$ cat src/rtl/afr_pkg.sv
/*
  Shared constants, field layouts and types of the audio format and
  headset input gain register block.
  Assumes a single 40 MHz clock and a register port of 4 address bits
  and 16 data bits.
*/
package afr_pkg;

  // ----------------------------------------------------------------
  // Register port and map
  // ----------------------------------------------------------------
  localparam int ADDR_W = 4;
  localparam int DATA_W = 16;
  localparam logic [3:0] OFS_AUDIO_FMT = 4'h0;
  localparam logic [3:0] OFS_INPUT_GAIN = 4'h1;
  localparam logic [3:0] OFS_RSVD_FILL = 4'hE;

  // ----------------------------------------------------------------
  // Field positions
  // ----------------------------------------------------------------
  localparam int HPF_LSB = 14;
  localparam int SAMPLE_WORD_WIDTH_LSB = 10;
  localparam int FMT_LSB = 8;
  localparam int PLAYBACK_RATE_DIVIDER_LSB = 3;
  localparam int RECORD_RATE_DIVIDER_LSB = 0;
  localparam int MUTE_BIT = 15;
  localparam int GAIN_LSB = 8;
  localparam int TGT_LSB = 5;
  localparam int TC_LSB = 1;
  localparam int AGC_EN_BIT = 0;
  localparam int FILL_LSB = 8;

  // ----------------------------------------------------------------
  // Reset values and write masks
  // ----------------------------------------------------------------
  localparam logic [15:0] AUDIO_FMT_RST = 16'h0000;
  localparam logic [15:0] AUDIO_FMT_WMASK = 16'hCF3F;
  localparam logic [15:0] INPUT_GAIN_RST = 16'hFF00;
  localparam logic [7:0] FILL_RST = 8'hFF;
  localparam logic [6:0] GAIN_MAX = 7'h7F;

  // ----------------------------------------------------------------
  // Lookup tables, index is the field code
  // ----------------------------------------------------------------
  localparam logic [3:0][5:0] WORD_BITS = {6'h20, 6'h18, 6'h14, 6'h10};
  localparam logic [7:0][3:0] DAC_DIV2 =
    {4'hC, 4'hA, 4'hA, 4'h8, 4'h6, 4'h4, 4'h3, 4'h2};
  localparam logic [7:0][3:0] ADC_DIV2 =
    {4'hC, 4'hB, 4'hA, 4'h8, 4'h6, 4'h4, 4'h3, 4'h2};
  localparam logic [7:0][7:0] TGT_HALF_DB =
    {8'h30, 8'h28, 8'h22, 8'h1C, 8'h18, 8'h14, 8'h10, 8'h0B};
  localparam logic [3:0][8:0] ATTACK_MS = {9'h014, 9'h010, 9'h00B, 9'h008};
  localparam logic [3:0][8:0] DECAY_MS = {9'h1F4, 9'h190, 9'h0C8, 9'h064};

  // ----------------------------------------------------------------
  // Timing
  // ----------------------------------------------------------------
  localparam int CLK_HZ = 40000000;
  localparam int MS_PER_S = 1000;
  localparam int CYC_PER_MS = CLK_HZ / MS_PER_S;

  // ----------------------------------------------------------------
  // Types
  // ----------------------------------------------------------------
  typedef enum logic [1:0] {
    HPF_OFF = 2'h0,
    HPF_0045 = 2'h1,
    HPF_0125 = 2'h2,
    HPF_0250 = 2'h3
  } afr_hpf_t;

  typedef enum logic [1:0] {
    FMT_I2S = 2'h0,
    FMT_DSP = 2'h1,
    FMT_RIGHT = 2'h2,
    FMT_LEFT = 2'h3
  } afr_framing_t;

  typedef struct packed {
    logic [ADDR_W-1:0] addr;
    logic [DATA_W-1:0] wdata;
    logic wr;
    logic rd;
  } afr_bus_req_t;

  typedef struct packed {
    afr_hpf_t adc_highpass_select;
    logic [5:0] sample_word_width;
    afr_framing_t serial_framing_format;
    logic [3:0] playback_rate_divider;
    logic [3:0] record_rate_divider;
  } afr_fmt_cfg_t;

  typedef struct packed {
    logic headset_input_mute;
    logic [6:0] headset_input_gain;
    logic auto_gain_active;
  } afr_gain_t;

endpackage

$ cat src/rtl/afr_rate_div.sv
/*
  Fractional sample-rate strobe divider, steps of one half.
  Assumes the reference rate arrives as a one-cycle enable pulse on
  the same clock and the ratio is given in half steps, at least two.
*/
`timescale 1ns/1ps
module afr_rate_div (
  input wire logic ref_clk,
  input wire logic rst,
  input wire logic fsref_tick,
  input wire logic [3:0] div2,
  output logic fs_tick
);
  import afr_pkg::*;

  typedef struct packed {
    logic [4:0] acc;
    logic tick;
  } afr_div_st_t;

  afr_div_st_t st_r;
  afr_div_st_t st_nxt;
  logic [4:0] sum;

  always_comb
  begin
    st_nxt = st_r;
    sum = st_r.acc + 5'h02;
    st_nxt.tick = 1'b0;
    if (fsref_tick)
    begin
      if (sum >= {1'b0, div2})
      begin
        st_nxt.tick = 1'b1;
        st_nxt.acc = sum - {1'b0, div2};
      end
      else
      begin
        st_nxt.acc = sum;
      end
    end
  end

  always_ff @(posedge ref_clk)
  begin
    if (rst)
    begin
      st_r <= '0;
    end
    else
    begin
      st_r <= st_nxt;
    end
  end

  assign fs_tick = st_r.tick;
endmodule

$ cat src/rtl/afr_agc.sv
/*
  Automatic gain loop for the headset input amplifier.
  Assumes a one-cycle millisecond tick and a level input on the same
  clock, given as attenuation below full scale in half decibels.
*/
`timescale 1ns/1ps
module afr_agc (
  input wire logic ref_clk,
  input wire logic rst,
  input wire logic enable,
  input wire logic ms_tick,
  input wire logic [6:0] load_gain,
  input wire logic [2:0] target_sel,
  input wire logic [3:0] time_sel,
  input wire logic [7:0] level_half_db,
  output logic [6:0] gain
);
  import afr_pkg::*;

  typedef struct packed {
    logic en_d;
    logic [6:0] gain;
    logic [8:0] ms_cnt;
  } afr_agc_st_t;

  afr_agc_st_t st_r;
  afr_agc_st_t st_nxt;
  logic [8:0] cnt_inc;
  logic louder;
  logic quieter;

  always_comb
  begin
    st_nxt = st_r;
    cnt_inc = st_r.ms_cnt + 9'h001;
    louder = level_half_db < TGT_HALF_DB[target_sel];
    quieter = level_half_db > TGT_HALF_DB[target_sel];
    st_nxt.en_d = enable;
    if (enable && !st_r.en_d)
    begin
      st_nxt.gain = load_gain;
      st_nxt.ms_cnt = '0;
    end
    else if (enable && ms_tick)
    begin
      st_nxt.ms_cnt = cnt_inc;
      if (louder)
      begin
        if (cnt_inc >= ATTACK_MS[time_sel[1:0]])
        begin
          st_nxt.ms_cnt = '0;
          if (st_r.gain != 7'h00)
          begin
            st_nxt.gain = st_r.gain - 7'h01;
          end
        end
      end
      else if (quieter)
      begin
        if (cnt_inc >= DECAY_MS[time_sel[3:2]])
        begin
          st_nxt.ms_cnt = '0;
          if (st_r.gain != GAIN_MAX)
          begin
            st_nxt.gain = st_r.gain + 7'h01;
          end
        end
      end
      else
      begin
        st_nxt.ms_cnt = '0;
      end
    end
  end

  always_ff @(posedge ref_clk)
  begin
    if (rst)
    begin
      st_r <= '0;
    end
    else
    begin
      st_r <= st_nxt;
    end
  end

  assign gain = st_r.gain;
endmodule

$ cat src/rtl/afr_regs.sv
/*
  Audio format, sample-rate and headset input gain register block,
  with the rate strobes and the automatic gain loop it steers.
  Assumes software on the same clock drives the register port, the
  page selection is decoded outside, and fsref_tick, level_half_db and
  headset_selected come from logic on ref_clk.
*/
// Design decision made here: strobed register access.
`timescale 1ns/1ps

module afr_regs #(
  parameter int CYC_PER_MS_P = afr_pkg::CYC_PER_MS
) (
  input wire logic ref_clk,
  input wire logic rst,
  input wire afr_pkg::afr_bus_req_t bus_req,
  output logic [afr_pkg::DATA_W-1:0] rdata,
  input wire logic fsref_tick,
  input wire logic headset_selected,
  input wire logic [7:0] level_half_db,
  output afr_pkg::afr_fmt_cfg_t fmt_cfg,
  output afr_pkg::afr_gain_t applied_gain,
  output logic [2:0] auto_gain_target_level,
  output logic [3:0] auto_gain_time_constants,
  output logic playback_fs_tick,
  output logic record_fs_tick
);
  import afr_pkg::*;

  // ----------------------------------------------------------------
  // State
  // ----------------------------------------------------------------
  typedef struct packed {
    logic [15:0] audio_format_rate_control;
    logic [15:0] input_gain_agc_control;
    logic [7:0] reserved_fill_bits;
    logic [15:0] rdata;
    logic [15:0] ms_cnt;
    logic ms_tick;
    afr_fmt_cfg_t cfg;
    afr_gain_t gain;
  } afr_regs_st_t;

  afr_regs_st_t st_r;
  afr_regs_st_t st_nxt;
  logic [6:0] agc_gain;
  logic agc_en;
  logic agc_owns;
  logic [15:0] fmt_w;
  logic [15:0] gain_w;
  logic [15:0] gain_rd;

  // ----------------------------------------------------------------
  // Field views
  // ----------------------------------------------------------------
  assign fmt_w = st_r.audio_format_rate_control;
  assign gain_w = st_r.input_gain_agc_control;
  assign agc_en = gain_w[AGC_EN_BIT];
  assign agc_owns = agc_en && headset_selected;

  // ----------------------------------------------------------------
  // Next state
  // ----------------------------------------------------------------
  always_comb
  begin
    st_nxt = st_r;
    gain_rd = gain_w;
    if (agc_owns)
    begin
      gain_rd[MUTE_BIT] = 1'b0;
      gain_rd[GAIN_LSB +: 7] = agc_gain;
    end

    // Millisecond enable for the gain loop timing.
    st_nxt.ms_tick = 1'b0;
    if (st_r.ms_cnt == 16'(CYC_PER_MS_P - 1))
    begin
      st_nxt.ms_cnt = '0;
      st_nxt.ms_tick = 1'b1;
    end
    else
    begin
      st_nxt.ms_cnt = st_r.ms_cnt + 16'h0001;
    end

    // Register writes.
    if (bus_req.wr)
    begin
      case (bus_req.addr)
        OFS_AUDIO_FMT:
        begin
          st_nxt.audio_format_rate_control = bus_req.wdata & AUDIO_FMT_WMASK;
        end
        OFS_INPUT_GAIN:
        begin
          st_nxt.input_gain_agc_control = bus_req.wdata;
        end
        OFS_RSVD_FILL:
        begin
          st_nxt.reserved_fill_bits = bus_req.wdata[FILL_LSB +: 8];
        end
        default:
        begin
          st_nxt.rdata = st_nxt.rdata;
        end
      endcase
    end

    // Read data stands one cycle after the read strobe only.
    st_nxt.rdata = '0;
    if (bus_req.rd)
    begin
      case (bus_req.addr)
        OFS_AUDIO_FMT:
        begin
          st_nxt.rdata = fmt_w & AUDIO_FMT_WMASK;
        end
        OFS_INPUT_GAIN:
        begin
          st_nxt.rdata = gain_rd;
        end
        OFS_RSVD_FILL:
        begin
          st_nxt.rdata = {st_r.reserved_fill_bits, 8'h00};
        end
        default:
        begin
          st_nxt.rdata = '0;
        end
      endcase
    end

    // Decoded converter configuration.
    st_nxt.cfg.adc_highpass_select = afr_hpf_t'(fmt_w[HPF_LSB +: 2]);
    st_nxt.cfg.sample_word_width = WORD_BITS[fmt_w[SAMPLE_WORD_WIDTH_LSB +: 2]];
    st_nxt.cfg.serial_framing_format = afr_framing_t'(fmt_w[FMT_LSB +: 2]);
    st_nxt.cfg.playback_rate_divider = DAC_DIV2[fmt_w[PLAYBACK_RATE_DIVIDER_LSB +: 3]];
    st_nxt.cfg.record_rate_divider = ADC_DIV2[fmt_w[RECORD_RATE_DIVIDER_LSB +: 3]];

    // Gain actually applied to the headset input amplifier.
    if (agc_en)
    begin
      st_nxt.gain.headset_input_mute = 1'b0;
      st_nxt.gain.headset_input_gain = agc_gain;
      st_nxt.gain.auto_gain_active = 1'b1;
    end
    else
    begin
      st_nxt.gain.headset_input_mute = gain_w[MUTE_BIT];
      st_nxt.gain.headset_input_gain = gain_w[GAIN_LSB +: 7];
      st_nxt.gain.auto_gain_active = 1'b0;
    end
  end

  // ----------------------------------------------------------------
  // Registers
  // ----------------------------------------------------------------
  always_ff @(posedge ref_clk)
  begin
    if (rst)
    begin
      st_r.audio_format_rate_control <= AUDIO_FMT_RST;
      st_r.input_gain_agc_control <= INPUT_GAIN_RST;
      st_r.reserved_fill_bits <= FILL_RST;
      st_r.rdata <= '0;
      st_r.ms_cnt <= '0;
      st_r.ms_tick <= 1'b0;
      st_r.cfg.adc_highpass_select <= HPF_OFF;
      st_r.cfg.sample_word_width <= WORD_BITS[0];
      st_r.cfg.serial_framing_format <= FMT_I2S;
      st_r.cfg.playback_rate_divider <= DAC_DIV2[0];
      st_r.cfg.record_rate_divider <= ADC_DIV2[0];
      st_r.gain.headset_input_mute <= INPUT_GAIN_RST[MUTE_BIT];
      st_r.gain.headset_input_gain <= INPUT_GAIN_RST[GAIN_LSB +: 7];
      st_r.gain.auto_gain_active <= 1'b0;
    end
    else
    begin
      st_r <= st_nxt;
    end
  end

  // ----------------------------------------------------------------
  // Rate strobes
  // ----------------------------------------------------------------
  afr_rate_div u_dac_div (
    .ref_clk(ref_clk),
    .rst(rst),
    .fsref_tick(fsref_tick),
    .div2(st_r.cfg.playback_rate_divider),
    .fs_tick(playback_fs_tick)
  );

  afr_rate_div u_adc_div (
    .ref_clk(ref_clk),
    .rst(rst),
    .fsref_tick(fsref_tick),
    .div2(st_r.cfg.record_rate_divider),
    .fs_tick(record_fs_tick)
  );

  // ----------------------------------------------------------------
  // Automatic gain loop
  // ----------------------------------------------------------------
  afr_agc u_agc (
    .ref_clk(ref_clk),
    .rst(rst),
    .enable(agc_en),
    .ms_tick(st_r.ms_tick),
    .load_gain(gain_w[GAIN_LSB +: 7]),
    .target_sel(gain_w[TGT_LSB +: 3]),
    .time_sel(gain_w[TC_LSB +: 4]),
    .level_half_db(level_half_db),
    .gain(agc_gain)
  );

  // ----------------------------------------------------------------
  // Outputs
  // ----------------------------------------------------------------
  assign rdata = st_r.rdata;
  assign fmt_cfg = st_r.cfg;
  assign applied_gain = st_r.gain;
  assign auto_gain_target_level = gain_w[TGT_LSB +: 3];
  assign auto_gain_time_constants = gain_w[TC_LSB +: 4];
endmodule

$ cat config.mk
export PLATFORM = sky130hd
export DESIGN_NAME = afr_regs
export DESIGN_NICKNAME = d
export VERILOG_FILES = /design/src/rtl/afr_pkg.sv /design/src/rtl/afr_rate_div.sv /design/src/rtl/afr_agc.sv /design/src/rtl/afr_regs.sv
export SDC_FILE = /design/constraint.sdc
export NUM_CORES = 1
export LEC_CHECK = 0
export ABC_CLOCK_PERIOD_IN_PS = 4000
export BUFFER_PORTS_ARGS = -buffer_cell sky130_fd_sc_hd__buf_4
export CAP_MARGIN = 10
export CORE_ASPECT_RATIO = 0.6
export CORE_MARGIN = 10
export CORE_UTILIZATION = 30
export DETAILED_ROUTE_END_ITERATION = 10
export HOLD_SLACK_MARGIN = 0.1
export SETUP_SLACK_MARGIN = 0.15
export SYNTH_ARGS = -nofsm -noshare
export SYNTH_HDL_FRONTEND = slang
export SYNTH_SLANG_ARGS = --single-unit
$ cat constraint.sdc
create_clock -name ref_clk -period 4 [get_ports ref_clk]
set_input_delay 0.6 -clock ref_clk [delete_from_list [all_inputs] [get_ports ref_clk]]
set_output_delay 0.6 -clock ref_clk [all_outputs]
set_load 0.1 [all_outputs]
==> metrics.txt, run 1 <==
row cnt 42; Final HPWL DP 12700 um; # IOs 86; initial cell density of the core a little under a third; drt pass-1 iters 5; final setup TNS 0 ns; Slew Viols, Final 0; status complete, no violations; Slew @ Worst Pin roughly 1.1 ns; final-layout fill cell count 2245; Syn Area/Cell 8.56 um^2; routability cong. 0.859; CTS tree done; Setup violations, final 0; antenna-violating nets left 0; register-to-register setup slack 0.64 ns; via count 5171; P_leak approximately 0.0031 uW; Top FF cell, synth dfxtp_1; pin count of the biggest net entering global routing 47; total length of routed wires 17100 um; CTS clock-pin slew for the worst setup and hold paths 0.06 ns; drt wl/cell between 15 and 20 um; Synth Warn # 0; Worst-Skew Late Latency 0.42 ns; RSZ-0062 raised after global routing no; # DRC 0; Worst slew margin 25.2%; worst setup path end u_agc.st_r[6]; Critical Path Start u_agc.st_r[0]; antenna violations before repair 1; asr flop ratio synth 0%; H-tree levels 4; CP delay by family, top compound AO/OA/AOI/OAI gates; Max VDD drop 0.274 mV; Setup crit start kind flop; WP depth 12; vias per inst 4.69; global-route wire length before repair between 20000 and 30000 um; fin crit share 84.1%; Critical Path AT approximately 3.7 ns; setup bufs post-CTS 0; worst path buffer plus inverter count 0; Clock Tree Buf Depth 2; sequential fraction of the synthesis area 38.5%; Netlist cell types 59; Area Growth Syn to Fin 17.2%; gr ovfl total 0; die area 28700 um^2; fin nets 885; Die Ht 135 um; # clock sinks 128; Fmax ~300 MHz; CTS root buf clkbuf_16; worst path cell trace ha_1, nand3_1, xnor2_1, ha_1, nand3_1, nand2_1, o311ai_0, a21oi_1, or2_2, o22ai_2, nand3_1, a31oi_1; crit path capture type flop; cell area after synthesis about 6700 um^2; post-CTS sizing 0; TritonCTS Buffers 17; worst-path fanout max 9; Hold Startpoint bus_req[15]; max incr delay on CP 0.51 ns; Die Wd approximately 210 um; hold_buf cts 0; multi-input logic area 3440 um^2; crit path kind reg -> reg; Max-cap violations 0; core region area 21900 um^2; final hold violation count 0; Overall Global Routing Usage around an eighth; Period minus WS final approximately 3.4 ns; FF-to-FF Start u_agc.st_r[0]; reg2reg path depth 12; Seq. cell area 2560 um^2; Hold Crit Class in -> reg; Fin Clk Skew roughly 0.0085 ns; count of input and output buffers 83; final core utilization 35.6%; Cells after Synth between 700 and 800; vias in the first global route 4984; most frequent cells in the layout dfxtp_1, nand2_1, buf_4, nor2_1, a21oi_1; Tot Pwr between 3000 and 4000 uW; commonest non-fill, non-tap cell in the layout dfxtp_1; Iteration-0 DRC Markers 325; R2R Path End u_agc.st_r[6]; most used cell, CP nand3_1; PwrDens 493 nW/um^2; Req. time, crit path 4.34 ns; #FFs+latches synth 128; number of flops mapped to enable cells by yosys 0; slowest cell on the critical path dfxtp_1; layout cells sized above 1 17.1%
==> through the flow <==
stage / instance area, um^2 / hold slack [ns] / worst slack [ns] / std cells
2_1_floorplan: 6660 / 0.426 / 1.21 / 778
3_3_place_gp: 7170 / 0.443 / 0.811 / 1070
3_5_place_dp: 7170 / 0.455 / 0.731 / 1070
4_1_cts: 7800 / 0.389 / 0.701 / 1101
5_1_grt: 7800 / 0.408 / 0.404 / 1102
6_report: 7800 / 0.402 / 0.635 / 1102
==> cell families (layout without fill, tap and decap cells) <==
| kind of cell | after synthesis | in the layout | synth area share [%] |
|---|---|---|---|
| AOI/OAI and AO/OA | 128 | 128 | 13.0 |
| xor gates and xnor gates | 35 | 35 | 4.61 |
| adders and majority gates | 48 | 48 | 9.25 |
| buffers and inverters | 122 | 159 | 9.87 |
| DFF | 128 | 128 | 38.5 |
| muxes | 22 | 22 | 3.42 |
| other | 1 | 3 | 0.0564 |
| and+or+nand+nor | 293 | 293 | 21.3 |
==> registers in the layout, indices dropped and copies added, names as in the netlist, named ones only <==
register and cells:
fmt_w 12, applied_gain 9, u_adc_div.st_r 5, rdata 16, u_dac_div.st_r 5, u_adc_div.fs_tick 1, gain_w 16, st_r 25
fmt_cfg 16, u_agc.st_r 9, u_dac_div.fs_tick 1, u_agc.gain 7
==> cell usage after synthesis (3+ instances only) <==
library cell,number,area (um^2)
nand3b_1,16,120
o21a_1,4,30.0
mux2_2,5,56.3
buf_4,50,375
nand4_1,6,37.5
and2_1,6,37.5
dfxtp_1,128,2560
ha_1,46,576
nand2_1,122,458
nand3_1,23,115
xor2_1,19,166
a211oi_1,3,22.5
nor2b_1,16,100
nand2b_1,8,50.1
nor3b_1,3,22.5
xnor2_1,16,140
nor4_1,5,31.3
a41oi_1,4,35.0
nor3_1,12,60.1
a21o_1,7,52.6
o21ai_1,3,15.0
a211o_1,7,61.3
inv_1,39,146
a31oi_1,4,25.0
a21oi_1,48,240
nor2_1,50,188
o21ai_0,15,75.1
clkbuf_1,29,109
mux2i_1,16,160
buf_2,3,15.0
a22oi_1,8,60.1
or3_1,6,37.5
or2_2,4,25.0
and3_1,8,50.1
a311oi_1,8,70.1
==> metal layers <==
layer | GRT usage [%] | vias up | wire length (um)
met3 | 3.67 | 13 | 1020
met2 | 16.3 | 122 | 6710
met1 | 17.7 | 2385 | 9230
li1 | - | 2651 | -
met5 | 0 | - | 0
met4 | 2.84 | 0 | 143
==> report_power, final <==
| part | switching, uW | internal (uW) | total, uW |
|---|---|---|---|
| Combinational | 472 | 325 | 797 |
| Sequential | 53.5 | 1340 | 1390 |
| Clock | 599 | 1060 | 1660 |
==> how the worst min path moves through the flow <==
stage                            end  slack, ns  cells after the start
after floorplan             st_r[28]       0.43                      1
after global placement      st_r[28]       0.44                      1
after detailed placement    st_r[63]       0.45                      2
after CTS                 gain_w[12]       0.39                      3
after global routing        st_r[65]       0.41                      3
final                     gain_w[13]       0.40                      3
==> layout make-up <==
type | instances | share of cell area (%)
multi-input cells | 528 | 44.1
flip-flops and latches | 128 | 32.9
repair buffers | 89 | 8.57
clock buffers | 18 | 5.63
well taps | 286 | 4.59
clock inverters | 13 | 2.39
inverters | 39 | 1.88
diodes | 1 | 0.0321
==> worst min-delay path, delay by kind of cell <==
family                 cells  cell delay, ns
AND/OR/NAND/NOR            2            0.10
buffers and inverters      1            0.09
Power figures use the tool's default switching activity.
==> run 2, diff against run 1 <==
ABC_AREA = 1   (was default)
ABC_CLOCK_PERIOD_IN_PS = 3100   (was 4000)
clock period = 3.1 ns   (was 4 ns; I/O delays follow)
==> run 2 against run 1 <==
Sequential power increased by 25%. First-iteration DRC count is 22% higher. Area after synthesis up 3.0%. Cell area rose by 3.3%. Combinational power fell by 16%. Die area grew 2.6%. Sequential cell count unchanged. Critical endpoint is now u_agc.gain[0]. Largest cell class unchanged. Highest routed layer unchanged.
==> metrics.txt, run 2 <==
CTS tree done; count leader, synth nand2_1; global-route wire length before repair 29200 um; placed cells 1239; total length of routed wires roughly 18000 um; antenna violations before repair 0; Syn Area/Cell roughly 7.5 um^2; hold path endpoint gain_w[12]; Iteration-0 DRC Markers 397; Fmax just under 400 MHz; worst path buffer plus inverter count 2; row cnt 42; reg2reg path depth 19; WHS 0.276 ns; drt pass-1 iters 5; commonest non-fill, non-tap cell in the layout nand2_1; P_leak about 0.0037 uW; pin count of the biggest net entering global routing 43; Synth top area share 37.4%; gr ovfl total 0; setup bufs post-CTS 0; most used cell, CP nand2_1; number of flops mapped to enable cells by yosys 0; Cells after Synth 913; fin crit share 83.8%; asr flop ratio synth 0%; post-CTS sizing 0; Non-Filler Instances 1271; Period minus WS final 2.60 ns; count of input and output buffers 83; via count 5777; hold_buf cts 0; Compound-Gate Fraction of Synth Area ~13%; Hold Startpoint bus_req[14]; layout cells sized above 1 16.5%; Simple-Gate Fraction of Synth Area 24.8%; PwrDens 560 nW/um^2; antenna-violating nets left 0; FF-to-FF Start u_agc.st_r[0]; number of flip-flops in the largest register 25; Slew @ Worst Pin 0.660 ns; status complete, no violations; Max VDD drop 0.372 mV; die area just under 30000 um^2; TritonCTS Buffers 17; Netlist cell types 52; Req. time, crit path 3.41 ns; Largest Register st_r; Top FF cell, synth dfxtp_1; xor/xnor share of the synthesized area 1.53%; #FFs+latches synth 128; # clock sinks around 130; final hold violation count 0; Antenna Cells 0; Die Ht 137 um; register-to-register setup slack 0.50 ns; max incr delay on CP 0.44 ns; Max-cap violations 0; worst path cell trace ha_1, xor2_1, inv_1, ha_1, nand2_1, nand2_1, nand2_1, nand2_1, nand2_1, nand2_1, nand2_1, nand2_1, nand2_4, nand3_4, nand3_4, nand2_4, clkinv_4, nor2_2, nor2_2; Seq. cell area approximately 2600 um^2; Overall Global Routing Usage between 10% and 20%; CTS clock-pin slew for the worst setup and hold paths 0.06 ns; Worst-Skew Late Latency about 0.42 ns; Setup crit start kind flop; vias in the first global route 5474; most frequent cells in the layout nand2_1, dfxtp_1, inv_1, buf_4, a21oi_1; crit path capture type flop; WHS Path Cells 3; Slew Viols, Final 0; Tot Pwr 4510 uW; cell area after synthesis between 6000 and 7000 um^2; # DRC 0; final setup TNS 0 ns; Synth Warn # 0; Hold Crit Class in -> reg; largest family of logic cells by synthesized area simple AND/OR/NAND/NOR gates; synth top area cells dfxtp_1, nand2_1, ha_1, inv_1, buf_4; crit path kind reg -> reg; Final HPWL DP 14100 um; Worst slew margin 55.6%; Die Wd 215 um; routability cong. 0.870; RSZ-0062 raised after global routing no; Adder-Cell Fraction of Synth Area 8.98%; Setup violations, final 0; initial cell density of the core 30.8%; slack of the critical path between 0.5 and 0.6 ns; leading area contributor after synthesis dfxtp_1; fin nets 1032; dpl ws 0.537 ns; R2R Path End u_agc.gain[0]; Fin Clk Skew approximately 0.0095 ns; CTS root buf clkbuf_16; CP delay by family, top simple AND/OR/NAND/NOR gates; vias per inst 4.55; final-layout fill cell count 2328; drt wl/cell 14.3 um; Critical Path AT around 2.9 ns; # IOs 86; multiplexer area fraction after synthesis 0.164%; worst-path fanout max 8; core region area 22200 um^2; slowest cell on the critical path dfxtp_1; sequential fraction of the synthesis area between 30 and 40%; commonest cells in the netlist nand2_1, dfxtp_1, inv_1; multi-input logic area 3320 um^2; H-tree levels 4; Clock Tree Buf Depth 2; Area Growth Syn to Fin 17.5%
[run 2: changes by cell type in the layout (fill, tap and decap cells not counted), moves of 11 or more]
cell      change
mux2i_1      -16
nand3b_1     -12
nor2b_1      -16
nor2_2       +11
nand3_1      +40
xor2_1       -11
a21oi_1      +22
inv_1        +86
nand2_1      +64
o21ai_0      +30
xnor2_1      -12
o211ai_1     +15
[run 2: report_power, final]
group / internal [uW] / switching (uW) / leakage, uW
logic: 229 / 440 / 0.00238
clock network: 1300 / 808 / 0.000286
registers: 1700 / 35.4 / 0.00104
total: 3230 / 1280 / 0.00370
[run 2: worst max path at each step]
stage                             start             to  slack [ns]  cells after the start
after floorplan           u_agc.st_r[0]  u_agc.gain[0]        0.87                     19
after global placement    u_agc.st_r[0]  u_agc.gain[0]        0.59                     19
after detailed placement  u_agc.st_r[0]  u_agc.gain[0]        0.54                     19
after CTS                 u_agc.st_r[0]  u_agc.gain[0]        0.52                     19
after global routing      u_agc.st_r[0]  u_agc.gain[0]        0.26                     19
final                     u_agc.st_r[0]  u_agc.gain[0]        0.50                     19
[run 2: layer usage]
metal  share of wire (%)  global-route usage (%)
met1                  54                    17.9
met2                  39                    16.8
met3                 6.5                    4.01
met4                0.77                    2.88
met5                   0                       0
[run 2: worst reg2reg max path: stages (launching register included)]
cell and delay (ns):
dfxtp_1 0.44, ha_1 0.26, xor2_1 0.30, inv_1 0.09
ha_1 0.29, nand2_1 0.05, nand2_1 0.06, nand2_1 0.04
nand2_1 0.05, nand2_1 0.04, nand2_1 0.05, nand2_1 0.04
nand2_1 0.09, nand2_4 0.07, nand3_4 0.12, nand3_4 0.15
nand2_4 0.14, clkinv_4 0.06, nor2_2 0.11, nor2_2 0.03
[run 2: cell families after synthesis]
| group | after synthesis |
|---|---|
| simple gates | 369 |
| buf+inv | 202 |
| compound gates | 152 |
| flops | 128 |
| fa+ha+maj | 48 |
| xor+xnor | 12 |
| other cells | 1 |
| mux | 1 |
[run 2: cell type report]
class / count / share of cell area (%)
Timing Repair Buffer: 90 / 8.39
Clock inverter: 14 / 2.24
Sequential cell: 128 / 31.8
Inverter: 129 / 6.07
Clock buffer: 18 / 5.45
Multi-Input combinational cell: 584 / 41.2
Tap cell: 308 / 4.78
[run 2: through the flow]
step | util (%) | instance area, um^2
floorplan | - | 6860
global placement | 33.4 | 7430
detailed placement | 33.4 | 7430
CTS | 36.2 | 8050
global route | 36.2 | 8050
finish | 36.2 | 8050
